## src/verilog/dima_pkg.sv

```systemverilog
/*
 * dima_pkg: arbiter constants.
 * Assumes a 125 MHz clock; pages are contactless page numbers.
 */
package dima_pkg;
    // system clock period and watchdog time
    localparam int CLK_PERIOD_PS = 8000;
    localparam int WDT_TIME_US   = 20;
    localparam int WDT_CYCLES    = (WDT_TIME_US * 1000000) / CLK_PERIOD_PS;

    // session register pages per sector
    localparam logic [1:0] SESS_SECTOR_LO = 2'h0;
    localparam logic [7:0] SESS_PAGE_LO0  = 8'hEC;
    localparam logic [7:0] SESS_PAGE_LO1  = 8'hED;
    localparam logic [1:0] SESS_SECTOR_HI = 2'h3;
    localparam logic [7:0] SESS_PAGE_HI0  = 8'hF8;
    localparam logic [7:0] SESS_PAGE_HI1  = 8'hF9;

    // mirror window: 64 byte buffer is 16 pages, base given in units of 4 pages
    localparam logic [1:0] MIRROR_SECTOR  = 2'h0;
    localparam int         MIRROR_PAGES   = 16;
    localparam int         MIRROR_SHIFT   = 2;

    // reset values of the session flags
    localparam logic       LOCK_RESET     = 1'b0;
    localparam logic       MSG_RESET      = 1'b0;

    // 7-bit slave address default (arbitrary)
    localparam logic [6:0] SLAVE_ADDR_DEF = 7'h55;

    // contactless commands as decoded by the front end
    typedef enum logic [2:0] {
        DIMA_CMD_READ,
        DIMA_CMD_FAST_READ,
        DIMA_CMD_WRITE,
        DIMA_CMD_FAST_WRITE,
        DIMA_CMD_SECTOR_SEL,
        DIMA_CMD_HALT,
        DIMA_CMD_OTHER
    } dima_cmd_t;
endpackage : dima_pkg

```

## src/verilog/dima_arbiter.sv

```systemverilog
/*
 * dima_arbiter: first-come first-served shared memory arbiter with buffer mirroring.
 * Assumes decoded requests arrive on clk_sys_in;
 * serial pins, field and supply detect are asynchronous.
 * Only start, stop and the address byte are decoded on the serial pins.
 */
`timescale 1ns/10ps

//  Contract
// RULE1: one interface owns memory, first come wins
// RULE2: both lock flags cleared at power-on
// RULE3: host lock: session reads, sector select allowed
// RULE4: contactless lock: host register commands still served
// RULE5: pass-through off means arbitration applies
// RULE6: address after start in idle/halt locks host
// RULE7: host lock: contactless memory access gets NAK
// RULE8: host clears lock, else watchdog clears it
// RULE9: contactless EEPROM access only without host lock
// RULE10: valid contactless access sets contactless lock
// RULE11: contactless lock cleared by reset/field/halt/done
// RULE12: reading final message page sets read-done
// RULE13: mirror enable maps buffer at base page
// RULE14: software never enables mirror with pass-through
// RULE15: base 01h puts buffer on pages 04h-13h
// RULE16: password protection covers mirrored pages when enabled
// RULE17: mirrored pages read-only when overlay is locked
// RULE18: mirror works only with main supply present
// RULE19: simultaneous requests resolved, contactless side wins
module dima_arbiter #(
    parameter int         WDT_LEN    = dima_pkg::WDT_CYCLES,
    parameter logic [6:0] SLAVE_ADDR = dima_pkg::SLAVE_ADDR_DEF
) (
    // clock and reset
    input  wire logic               clk_sys_in,
    input  wire logic               rst_in,
    // asynchronous pins
    input  wire logic               scl_in,
    input  wire logic               sda_in,
    input  wire logic               nfc_field_in,
    input  wire logic               vcc_present_in,
    // configuration
    input  wire logic               passthrough_enable_in,
    input  wire logic               mirror_enable_in,
    input  wire logic [7:0]         mirror_base_page_in,
    input  wire logic [7:0]         final_message_page_in,
    input  wire logic [7:0]         protect_start_page_in,
    input  wire logic               pwd_auth_enable_in,
    input  wire logic               buffer_password_protect_in,
    // contactless request
    input  wire logic               nfc_req_in,
    input  wire dima_pkg::dima_cmd_t nfc_cmd_in,
    input  wire logic [1:0]         nfc_sector_in,
    input  wire logic [7:0]         nfc_page_in,
    input  wire logic [7:0]         nfc_end_page_in,
    input  wire logic               nfc_idle_halt_in,
    input  wire logic               nfc_authenticated_in,
    input  wire logic               nfc_page_locked_ro_in,
    input  wire logic               nfc_done_in,
    // contactless answer
    output logic                    nfc_ack_out,
    output logic                    nfc_nak_out,
    output logic                    nfc_to_sram_out,
    output logic                    nfc_to_session_out,
    output logic [3:0]              nfc_sram_page_out,
    // host transactions
    input  wire logic               i2c_req_in,
    input  wire logic               i2c_reg_cmd_in,
    input  wire logic               i2c_reg_read_in,
    input  wire logic               i2c_unlock_in,
    input  wire logic               msg_done_clear_in,
    output logic                    i2c_ack_out,
    output logic                    i2c_nack_out,
    // session status
    output logic                    i2c_locked_out,
    output logic                    contactless_lock_flag_out,
    output logic                    message_read_done_out
);
    import dima_pkg::*;

    localparam int WDT_W = $clog2(WDT_LEN + 1);

    typedef enum {DIMA_SER_IDLE, DIMA_SER_ADDR, DIMA_SER_BUSY} dima_ser_t;

    logic [2:0]       scl_s_q;
    logic [2:0]       sda_s_q;
    logic [1:0]       field_s_q;
    logic [1:0]       vcc_s_q;
    dima_ser_t        ser_q;
    logic [3:0]       bit_cnt_q;
    logic [7:0]       shift_q;
    logic             addr_hit_q;
    logic             i2c_locked_q;
    logic             contactless_lock_flag_q;
    logic             msg_done_q;
    logic [WDT_W-1:0] wdt_q;
    logic             start_w;
    logic             stop_w;
    logic             scl_rise_w;
    logic             is_sess_w;
    logic             is_mir_w;
    logic             mem_cmd_w;
    logic             wr_cmd_w;
    logic             grant_w;
    logic             nak_w;
    logic             lock_nfc_w;
    logic             msg_set_w;
    logic             wdt_expire_w;
    logic [7:0]       mir_lo_w;

    // session register page test
    function automatic logic is_session(input logic [1:0] sec, input logic [7:0] pg);
        is_session = ((sec == SESS_SECTOR_LO) && (pg == SESS_PAGE_LO0 || pg == SESS_PAGE_LO1)) ||
                     ((sec == SESS_SECTOR_HI) && (pg == SESS_PAGE_HI0 || pg == SESS_PAGE_HI1));
    endfunction : is_session

    // page window test, used for mirror and message end
    function automatic logic in_range(input logic [7:0] pg, input logic [7:0] lo, input logic [8:0] hi);
        in_range = (pg >= lo) && ({1'b0, pg} <= hi);
    endfunction : in_range

    // two-flop synchronisers; third stage only for edge finding
    always_ff @(posedge clk_sys_in) begin
        if (rst_in) begin
            scl_s_q   <= 3'h7;
            sda_s_q   <= 3'h7;
            field_s_q <= 2'h0;
            vcc_s_q   <= 2'h0;
        end else begin
            scl_s_q   <= {scl_s_q[1:0], scl_in};
            sda_s_q   <= {sda_s_q[1:0], sda_in};
            field_s_q <= {field_s_q[0], nfc_field_in};
            vcc_s_q   <= {vcc_s_q[0], vcc_present_in};
        end
    end

    // bus conditions seen on synchronised pins
    assign start_w    = scl_s_q[1] && scl_s_q[2] && sda_s_q[2] && !sda_s_q[1];
    assign stop_w     = scl_s_q[1] && scl_s_q[2] && !sda_s_q[2] && sda_s_q[1];
    assign scl_rise_w = scl_s_q[1] && !scl_s_q[2];

    // address phase after a start condition
    always_ff @(posedge clk_sys_in) begin
        if (rst_in) begin
            ser_q      <= DIMA_SER_IDLE;
            bit_cnt_q  <= 4'h0;
            shift_q    <= 8'h00;
            addr_hit_q <= 1'b0;
        end else begin
            addr_hit_q <= 1'b0;
            if (start_w) begin
                ser_q     <= DIMA_SER_ADDR;
                bit_cnt_q <= 4'h0;
            end else if (stop_w) begin
                ser_q <= DIMA_SER_IDLE;
            end else begin
                case (ser_q)
                    DIMA_SER_ADDR: begin
                        if (scl_rise_w) begin
                            shift_q   <= {shift_q[6:0], sda_s_q[1]};
                            bit_cnt_q <= bit_cnt_q + 4'h1;
                            if (bit_cnt_q == 4'h7) begin
                                ser_q      <= DIMA_SER_BUSY;
                                addr_hit_q <= (shift_q[6:0] == SLAVE_ADDR);  // direction bit ignored
                            end
                        end
                    end
                    DIMA_SER_BUSY: ser_q <= DIMA_SER_BUSY;
                    default:       ser_q <= DIMA_SER_IDLE;
                endcase
            end
        end
    end

    // contactless request classification
    always_comb begin
        mir_lo_w  = 8'(mirror_base_page_in << MIRROR_SHIFT);                       // [RULE15]
        is_sess_w = is_session(nfc_sector_in, nfc_page_in);
        is_mir_w  = mirror_enable_in && !passthrough_enable_in && vcc_s_q[1] &&    // [RULE13] [RULE14] [RULE18]
                    (nfc_sector_in == MIRROR_SECTOR) &&
                    in_range(nfc_page_in, mir_lo_w, 9'({1'b0, mir_lo_w} + 9'(MIRROR_PAGES - 1)));
        mem_cmd_w = (nfc_cmd_in == DIMA_CMD_READ) || (nfc_cmd_in == DIMA_CMD_FAST_READ) ||
                    (nfc_cmd_in == DIMA_CMD_WRITE) || (nfc_cmd_in == DIMA_CMD_FAST_WRITE);
        wr_cmd_w  = (nfc_cmd_in == DIMA_CMD_WRITE) || (nfc_cmd_in == DIMA_CMD_FAST_WRITE);
    end

    // contactless grant or refusal
    always_comb begin
        grant_w    = 1'b0;
        nak_w      = 1'b0;
        lock_nfc_w = 1'b0;
        if (nfc_req_in) begin
            if (nfc_cmd_in == DIMA_CMD_HALT || nfc_cmd_in == DIMA_CMD_SECTOR_SEL) begin
                grant_w = 1'b1;                                                    // [RULE3]
            end else if (!mem_cmd_w) begin
                nak_w = 1'b1;
            end else if (is_sess_w && !wr_cmd_w) begin
                grant_w = 1'b1;                                                    // [RULE3] [RULE7]
            end else if (i2c_locked_q && !passthrough_enable_in) begin
                nak_w = 1'b1;                                                      // [RULE5] [RULE7] [RULE9]
            end else if (is_mir_w && wr_cmd_w && nfc_page_locked_ro_in) begin
                nak_w = 1'b1;                                                      // [RULE17]
            end else if (is_mir_w && wr_cmd_w && pwd_auth_enable_in && buffer_password_protect_in &&
                         (nfc_page_in >= protect_start_page_in) && !nfc_authenticated_in) begin
                nak_w = 1'b1;                                                      // [RULE16]
            end else begin
                grant_w    = 1'b1;
                lock_nfc_w = !passthrough_enable_in && field_s_q[1];               // [RULE10]
            end
        end
    end

    // end of message seen by a granted read
    assign msg_set_w = grant_w && !wr_cmd_w && mem_cmd_w && !is_sess_w &&
                       in_range(final_message_page_in, nfc_page_in,
                                (nfc_cmd_in == DIMA_CMD_FAST_READ) ? {1'b0, nfc_end_page_in}
                                                                   : 9'({1'b0, nfc_page_in} + 9'h003));

    // contactless answer registers
    always_ff @(posedge clk_sys_in) begin
        if (rst_in) begin
            nfc_ack_out        <= 1'b0;
            nfc_nak_out        <= 1'b0;
            nfc_to_sram_out    <= 1'b0;
            nfc_to_session_out <= 1'b0;
            nfc_sram_page_out  <= 4'h0;
        end else begin
            nfc_ack_out <= grant_w;
            nfc_nak_out <= nak_w;
            if (nfc_req_in) begin
                nfc_to_sram_out    <= is_mir_w && mem_cmd_w;                       // [RULE13]
                nfc_to_session_out <= is_sess_w && mem_cmd_w;
                nfc_sram_page_out  <= 4'(nfc_page_in - mir_lo_w);                  // [RULE15]
            end
        end
    end

    // watchdog on the host lock
    assign wdt_expire_w = i2c_locked_q && (wdt_q == WDT_W'(WDT_LEN - 1));
    always_ff @(posedge clk_sys_in) begin
        if (rst_in || !i2c_locked_q || i2c_req_in || addr_hit_q) begin
            wdt_q <= '0;
        end else if (!wdt_expire_w) begin
            wdt_q <= wdt_q + WDT_W'(1);
        end
    end

    // host-side lock flag; a new address hit wins over a clear
    always_ff @(posedge clk_sys_in) begin
        if (rst_in) begin
            i2c_locked_q <= LOCK_RESET;                                            // [RULE2]
        end else if (addr_hit_q && nfc_idle_halt_in && !contactless_lock_flag_q && !lock_nfc_w &&
                     !passthrough_enable_in) begin
            i2c_locked_q <= 1'b1;                                                  // [RULE6] [RULE19] [RULE1]
        end else if (i2c_unlock_in || wdt_expire_w) begin
            i2c_locked_q <= 1'b0;                                                  // [RULE8]
        end
    end

    // contactless lock flag; a new grant wins over completion
    always_ff @(posedge clk_sys_in) begin
        if (rst_in) begin
            contactless_lock_flag_q <= LOCK_RESET;                                             // [RULE2]
        end else if (!field_s_q[1]) begin
            contactless_lock_flag_q <= 1'b0;                                                   // [RULE11]
        end else if (lock_nfc_w) begin
            contactless_lock_flag_q <= 1'b1;                                                   // [RULE10]
        end else if (nfc_done_in || (nfc_req_in && nfc_cmd_in == DIMA_CMD_HALT)) begin
            contactless_lock_flag_q <= 1'b0;                                                   // [RULE11]
        end
    end

    // message read done; set wins over clear
    always_ff @(posedge clk_sys_in) begin
        if (rst_in) begin
            msg_done_q <= MSG_RESET;
        end else if (msg_set_w) begin
            msg_done_q <= 1'b1;                                                    // [RULE12]
        end else if (msg_done_clear_in) begin
            msg_done_q <= 1'b0;
        end
    end

    // host answers
    always_ff @(posedge clk_sys_in) begin
        if (rst_in) begin
            i2c_ack_out  <= 1'b0;
            i2c_nack_out <= 1'b0;
        end else begin
            i2c_ack_out  <= i2c_req_in && (i2c_reg_cmd_in || !contactless_lock_flag_q);        // [RULE4] [RULE10]
            i2c_nack_out <= i2c_req_in && !i2c_reg_cmd_in && contactless_lock_flag_q;          // [RULE4]
        end
    end

    // status outputs
    assign i2c_locked_out        = i2c_locked_q;
    assign contactless_lock_flag_out         = contactless_lock_flag_q;
    assign message_read_done_out = msg_done_q;
endmodule : dima_arbiter

```

## config.mk

```make
export PLATFORM = sky130hd
export DESIGN_NAME = dima_arbiter
export DESIGN_NICKNAME = d
export VERILOG_FILES = /design/src/verilog/dima_pkg.sv /design/src/verilog/dima_arbiter.sv
export SDC_FILE = /design/constraint.sdc
export NUM_CORES = 1
export LEC_CHECK = 0
export ABC_AREA = 1
export BUFFER_PORTS_ARGS = -buffer_cell sky130_fd_sc_hd__buf_2
export CAP_MARGIN = 20
export CORE_ASPECT_RATIO = 1.1
export CORE_MARGIN = 2
export CORE_UTILIZATION = 40
export DETAILED_ROUTE_END_ITERATION = 10
export PLACE_DENSITY = 0.67
export SETUP_SLACK_MARGIN = 0.15
export SLEW_MARGIN = 20
export SYNTH_ARGS = -nofsm -noshare
export SYNTH_HDL_FRONTEND = slang
export SYNTH_SLANG_ARGS = --single-unit
```

## constraint.sdc

```tcl
create_clock -name clk_sys_in -period 6.6 [get_ports clk_sys_in]
set_input_delay 0.99 -clock clk_sys_in [delete_from_list [all_inputs] [get_ports clk_sys_in]]
set_output_delay 0.99 -clock clk_sys_in [all_outputs]
set_load 0.03 [all_outputs]
```

## Word-level counts from Yosys, hierarchy flattened

Cells that the tools add are included.

| storage, ports and cells | value |
|---|---|
| output and inout port bits | 13 |
| register bits after elaboration | 79 |
| latch bits | 0 |
| memory bits (read-only) | 0 |
| word-level logic and storage cells | 164 |
| RAM bits | 0 |
| input port bits | 65 |
| memories kept | 0 |

| cells by class | value |
|---|---|
| divide/modulo/power cells | 0 |
| equal/unequal tests | 19 |
| magnitude comparators | 5 |
| reductions and logical operators | 77 |
| mux-type cells | 31 |
| add/subtract/negate cells | 5 |
| shifts and indexed selects | 0 |
| multipliers | 0 |
| bitwise logic cells | 7 |

Operator list:

| cell | count |
|---|---|
| 32-bit 2-to-1 mux | 2 |
| 32-bit one-hot mux with 2 select lines | 1 |
| 1-bit logical AND | 38 |
| 32-bit by 1-bit equality test with 1-bit output (second input constant) | 1 |
| 32-bit by 2-bit equality test with 1-bit output (second input constant) | 1 |
| 8-bit equality test (second input constant) | 4 |
| 1-bit 2-to-1 mux | 27 |
| 8-bit >= comparator | 3 |
| 8-bit by 9-bit <= comparator with 1-bit output | 2 |
| 1-bit logical OR | 14 |
| 12-bit by 1-bit adder with 12-bit output (second input constant) | 1 |
| 12-bit equality test (second input constant) | 1 |
| 1-bit logical NOT | 11 |
| 8-bit by 2-bit adder with 9-bit output (second input constant) | 1 |
| 8-bit by 4-bit adder with 9-bit output (second input constant) | 1 |
| 9-bit 2-to-1 mux | 1 |
| 4-bit inequality test (second input constant) | 2 |
| 7-bit equality test (second input constant) | 1 |
| 1-bit inverter | 7 |
| 3-bit by 2-bit equality test with 1-bit output (second input constant) | 2 |
| 3-bit equality test (second input constant) | 2 |
| 2-bit nonzero test | 3 |
| 3-bit OR reduction | 2 |
| 6-bit OR reduction | 1 |
| 12 further kinds | 15 |

## Depth between registers and ports, before layout

| depth | value |
|---|---|
| depth in word-level cells | 22 |
| gate-level depth with buffers | 20 |
| depth with buffers taken out | 20 |

## Worst setup path after synthesis

Ideal clock, no wire load.

| timing | value |
|---|---|
| path type | input-to-reg |
| from | input mirror_base_page_in[0] |
| to | register msg_done_q (netlist: message_read_done_out) |
| arrival | 2.668 ns |
| required time | 6.487 ns |
| setup time | 0.113 ns |
| path buffers | 0 |
| path slack | 3.818 ns |
| stages | 19 |
| cell sequence | inv_1 > ha_1 > inv_1 > nand3_1 > xor2_1 > ha_1 > a21o_1 > a21oi_1 > nand2_1 > nand2_1 > nand2_1 > nor2_1 > nand2_1 > nand2_1 > nand2_1 > nand2_1 > nand2_2 > nand3_1 > nand2_1 |

| between the ends | value |
|---|---|
| cells in the longest elaborated chain, start to end | 21 |
| elaborated cells between the ends (all ways) | 24 |
| classes of those cells | 1 x add/sub; 2 x order compare; 8 x mux; 13 x reduce/logical |

RTL lines:

| what | line | RTL |
|---|---|---|
| start, declared | dima_arbiter.sv:44 | `input wire logic [7:0] mirror_base_page_in,` |
| 8-bit by 4-bit adder with 9-bit output | dima_arbiter.sv:180 | `in_range(nfc_page_in, mir_lo_w, 9'({1'b0, mir_lo_w} + 9'(MIRROR_PAGES - 1)));` |
| 8-bit by 9-bit <= comparator with 1-bit output | dima_arbiter.sv:118 | `in_range = (pg >= lo) && ({1'b0, pg} <= hi);` |
| 1-bit logical AND * | dima_arbiter.sv:118 |  |
| 1-bit logical AND * | dima_arbiter.sv:179 | `(nfc_sector_in == MIRROR_SECTOR) &&` |
| 1-bit logical AND * | dima_arbiter.sv:200, dima_arbiter.sv:202 |  |
| 1-bit logical AND (3 in series) | dima_arbiter.sv:202 | `end else if (is_mir_w && wr_cmd_w && pwd_auth_enable_in && buffer_password_protect_in &&` |
| 1-bit logical AND | dima_arbiter.sv:203 | `(nfc_page_in >= protect_start_page_in) && !nfc_authenticated_in) begin` |
| 1-bit 2-to-1 mux | dima_arbiter.sv:202 |  |
| 1-bit 2-to-1 mux * | dima_arbiter.sv:200 | `end else if (is_mir_w && wr_cmd_w && nfc_page_locked_ro_in) begin` |
| 1-bit 2-to-1 mux * | dima_arbiter.sv:198 | `end else if (i2c_locked_q && !passthrough_enable_in) begin` |
| 1-bit 2-to-1 mux * | dima_arbiter.sv:196 | `end else if (is_sess_w && !wr_cmd_w) begin` |
| 1-bit 2-to-1 mux * | dima_arbiter.sv:194 | `end else if (!mem_cmd_w) begin` |
| 1-bit 2-to-1 mux * | dima_arbiter.sv:192 | `if (nfc_cmd_in == DIMA_CMD_HALT \|\| nfc_cmd_in == DIMA_CMD_SECTOR_SEL) begin` |
| 1-bit 2-to-1 mux * | dima_arbiter.sv:191 | `if (nfc_req_in) begin` |
| 1-bit logical AND * (4 in series) | dima_arbiter.sv:213 | `assign msg_set_w = grant_w && !wr_cmd_w && mem_cmd_w && !is_sess_w &&` |
| 1-bit 2-to-1 mux / 2-bit nonzero test (equally long branches) | - |  |
| end signal, assigned | dima_arbiter.sv:275 | `msg_done_q <= MSG_RESET;` |
| end signal, assigned | dima_arbiter.sv:277 | `msg_done_q <= 1'b1;` |
| end signal, assigned | dima_arbiter.sv:279 | `msg_done_q <= 1'b0;` |
| end, declared | dima_arbiter.sv:94 | `logic msg_done_q;` |

Every way passes the cells marked *; elsewhere a longest branch is shown, timed or not.
A chain may end at the register's enable or synchronous reset.

## Worst setup path after layout

| timing | value |
|---|---|
| from | input nfc_page_in[2] |
| to | register msg_done_q (netlist: message_read_done_out) |

| between the ends | value |
|---|---|
| cells in the longest elaborated chain, start to end | 20 |
| elaborated cells between the ends (all ways) | 40 |
| classes of those cells | 1 x add/sub; 5 x order compare; 4 x eq/ne; 9 x mux; 21 x reduce/logical |

RTL lines:

| what | line | RTL |
|---|---|---|
| start, declared | dima_arbiter.sv:53 | `input wire logic [7:0] nfc_page_in,` |
| 8-bit by 9-bit <= comparator with 1-bit output / 8-bit >= comparator (equally long branches) | dima_arbiter.sv:118 |  |
| 1-bit logical AND | dima_arbiter.sv:118 |  |
| 1-bit logical AND | dima_arbiter.sv:179 |  |
| 1-bit logical AND | dima_arbiter.sv:200, dima_arbiter.sv:202 |  |
| 1-bit logical AND (3 in series) | dima_arbiter.sv:202 |  |
| 1-bit logical AND | dima_arbiter.sv:203 |  |
| 1-bit 2-to-1 mux | dima_arbiter.sv:202 |  |
| 1-bit 2-to-1 mux | dima_arbiter.sv:200 |  |
| 1-bit 2-to-1 mux | dima_arbiter.sv:198 |  |
| 1-bit 2-to-1 mux | dima_arbiter.sv:196 |  |
| 1-bit 2-to-1 mux | dima_arbiter.sv:194 |  |
| 1-bit 2-to-1 mux | dima_arbiter.sv:192 |  |
| 1-bit 2-to-1 mux | dima_arbiter.sv:191 |  |
| 1-bit logical AND (3 in series) | dima_arbiter.sv:213 |  |
| 1-bit logical AND * | dima_arbiter.sv:213 |  |
| 1-bit 2-to-1 mux / 2-bit nonzero test (equally long branches) | - |  |

Marks and branches as above.

==> results_dict.tcl <==
set metrics [dict create \
    portBuffers 74 \
    layout-drive-gt1-share_pct 19.9 \
    n_antenna_cell 0 \
    ant_nets 0 \
    slowest_delay_ps 320 \
    ys_ff_latch 49 \
    synth_area_mm2 0.00330 \
    grt_pass1_wl_um 13200 \
    endpoint_kind "flop" \
    post_cts_buffers 0 \
    synth-adder-area-share_pct 17.3 \
    htreeDepth 2 \
    slowest_stage "ha_1" \
    startpoint_type "input pin" \
    core_mm2 0.00796 \
    drtIter0Drc 114 \
    fmax_ghz 0.347 \
    period_share_pct 43.7 \
    hp-class "flop to flop" \
    clk_pin_slew_worst_paths_ps 80 \
    critical_path_class "input pin to flop" \
    rsz0062_at_grt "no" \
    clock_latency_ps 300 \
    grt_overflow 0 \
    vias_per_cell 4.77 \
    grt_start_max_net_pins 18 \
    whs_path_depth 2 \
    synth_top_family_by_area "simple AND/OR/NAND/NOR gates" \
    drc 0 \
    critPathMaxFanout 6 \
    synth-compound-area-share_pct 13.5 \
    tns_ps 0 \
    synth_xor_area_share_pct 2.12 \
    avgRoutedWirePerCell_um 11.7 \
    drv_cap 0 \
    first_global_vias 3098 \
    fin_cells 645 \
    synth_mux_area_share_pct 0 \
    hpwl_um 6180 \
    cp.required_ps 6800 \
    syn-instance-count 461 \
    cts-root-buf "clkbuf_8" \
    final_max_slew_viol_count 0 \
    ctsHoldBuffers 0 \
    dp.cells 637 \
    async_flop_share_pct 0 \
    area_growth_pct 16.8 \
    cts.sinks 49 \
    ctsResizeCount 0 \
    setup_viol 0 \
    clock-skew-final_ps 4.86 \
    gp_routability_congestion 0.824 \
    die_area_mm2 0.00899 \
    via_count 3078 \
    finalWirelength_um 7550 \
    fill_cells 843 \
    hold_viol 0 \
    fin_nets 646 \
    antenna_found_initial 0 \
    cts_tree "done" \
    syn-num-nets 571 \
    cp_common_cell "nand2_1" \
    synth_warnings 0 \
    synth.avg_cell_area_um2 7.16 \
    ff2ff_path_depth 8 \
    numCtsBuffers 5 \
    clock_path_buffers 2 \
    crit_arrival_ps 3080 \
    synth_cell_types 39 \
    first_pass_iters 4 \
    synth_seq_area_share_pct 29.7 \
    synth_flop_cell "dfxtp_1" \
    tightest_slew_ps 622 \
    die_w_um 90.6 \
    crit_chain "buf_2 > inv_1 > a21oi_1 > nand2_1 > nor2_1 > nand2_1 > xor2_1 > nand2_1 > o21ai_0 > ha_1 > nand2_2 > nor2_1 > nand3b_1 > nand2_1 > nand2_1 > nand2_1 > nor2_2 > nand3_1 > nand2_1" \
    relSlewSlack_pct 58.3 \
    pin_count 78 \
    vdd_drop_max_uv 65.3 \
    die_y_um 99.3 \
    status "complete, no violations" \
    grt_usage_pct 17.7 \
    synth_edf_count 0 \
    powerDensity_mw_per_mm2 157 \
    start_util_pct 41.5 \
    yosys.area_share.simple_pct 27.9 \
    period_minus_slack_ps 2880 \
    row_count 34 \
    p_leak_uw 0.00187 \
    r2r_slack_ps 4760 \
]
## per-stage QoR
step / utilization (%) / worst slack, ps / hold WS, ps / power (uW) / instance area [um2]
global placement: 47.4 / 3430 / 392 / 443 / 3770
detailed placement: 47.4 / 3410 / 402 / 447 / 3770
finish: 48.5 / 3720 / 410 / 607 / 3850
floorplan: - / 3820 / 388 / 398 / 3300
global route: 48.5 / 3450 / 431 / 650 / 3850
CTS: 48.5 / 3710 / 414 / 613 / 3850
## cells by family (layout without fill, tap and decap cells)
kind of cell               count (synthesis)  after routing
DFF                                       49             49
buffers and inverters                     80            156
and+or+nand+nor                          195            195
adders and majority gates                 45             45
AOI/OAI and AO/OA                         84             84
xor gates and xnor gates                   8              8
## flip-flops by register name, summed over array words and instances (netlist names), 2 cells and up
register,flops
field_s_q,2
sda_s_q,3
vcc_s_q,2
ser_q,2
nfc_sram_page_out,4
wdt_q,12
shift_q,7
scl_s_q,3
bit_cnt_q,4
## cells in the final DEF, fill, tap and decap left out, types with 7 or more instances in the layout
cell,instances
nand4_1,11
nand2_1,82
nor3_1,12
nand3_1,14
ha_1,44
a21oi_1,40
dfxtp_1,49
buf_2,74
o21ai_0,32
inv_1,68
xor2_1,7
nor2_1,47
## cell type report
type,count,area [um2],share of cell area [%]
multi-input combinational,332,2010,52.1
inverter,74,279,7.24
tap,108,135,3.51
sequential,49,981,25.4
timing repair buffer,74,370,9.61
clock inverter,2,10.0,0.260
clock buffer,6,72.6,1.88
## synth_stat cells, types with 2 or more instances
master	count	area (um2)
nand2_2	4	25.0
or2_2	5	31.3
nor3_1	12	60.1
inv_2	5	18.8
nand2_1	82	308
o21ai_1	2	10.0
nor3_2	2	20.0
xor2_1	7	61.3
o21a_1	2	15.0
a21oi_1	40	200
a31oi_1	2	12.5
nand3b_1	3	22.5
nor2_2	2	12.5
nand3_1	14	70.1
nor2_1	47	176
nor2_4	2	22.5
o21ai_0	32	160
nor4_1	3	18.8
ha_1	44	551
nand4_1	11	68.8
nor3b_1	3	22.5
a21oi_2	2	17.5
inv_1	68	255
dfxtp_1	49	981
clkbuf_1	3	11.3
and3_1	2	12.5
## final timing paths
path / startpoint / end
min: field_s_q[0] / field_s_q[1]
min reg2reg: field_s_q[0] / field_s_q[1]
max reg2reg: ser_q[1] / bit_cnt_q[3]
max: nfc_page_in[2] / message_read_done_out
## report_power, final
part           leakage (uW)  internal (uW)  total (uW)  switching, uW
Combinational       0.00142           54.5         136           81.9
Sequential         0.000398            301         304           2.55
Clock             0.0000450           73.5         166           92.8
Total               0.00187            429         607            177
## routing by layer
layer	global-route usage [%]	share of wire, %
met4	4.50	1.5
met2	30.8	46
met3	4.02	3.9
met1	22.3	48
met5	0	0
## worst max-delay path: cells and delay by family
| kind | cells | cell delay (ps) |
|---|---|---|
| xor gates and xnor gates | 1 | 140 |
| AOI/OAI and AO/OA | 2 | 290 |
| adders and majority gates | 1 | 320 |
| and+or+nand+nor | 13 | 1030 |
| buffers and inverters | 2 | 300 |
No activity file was read; power rests on OpenSTA's default activity.
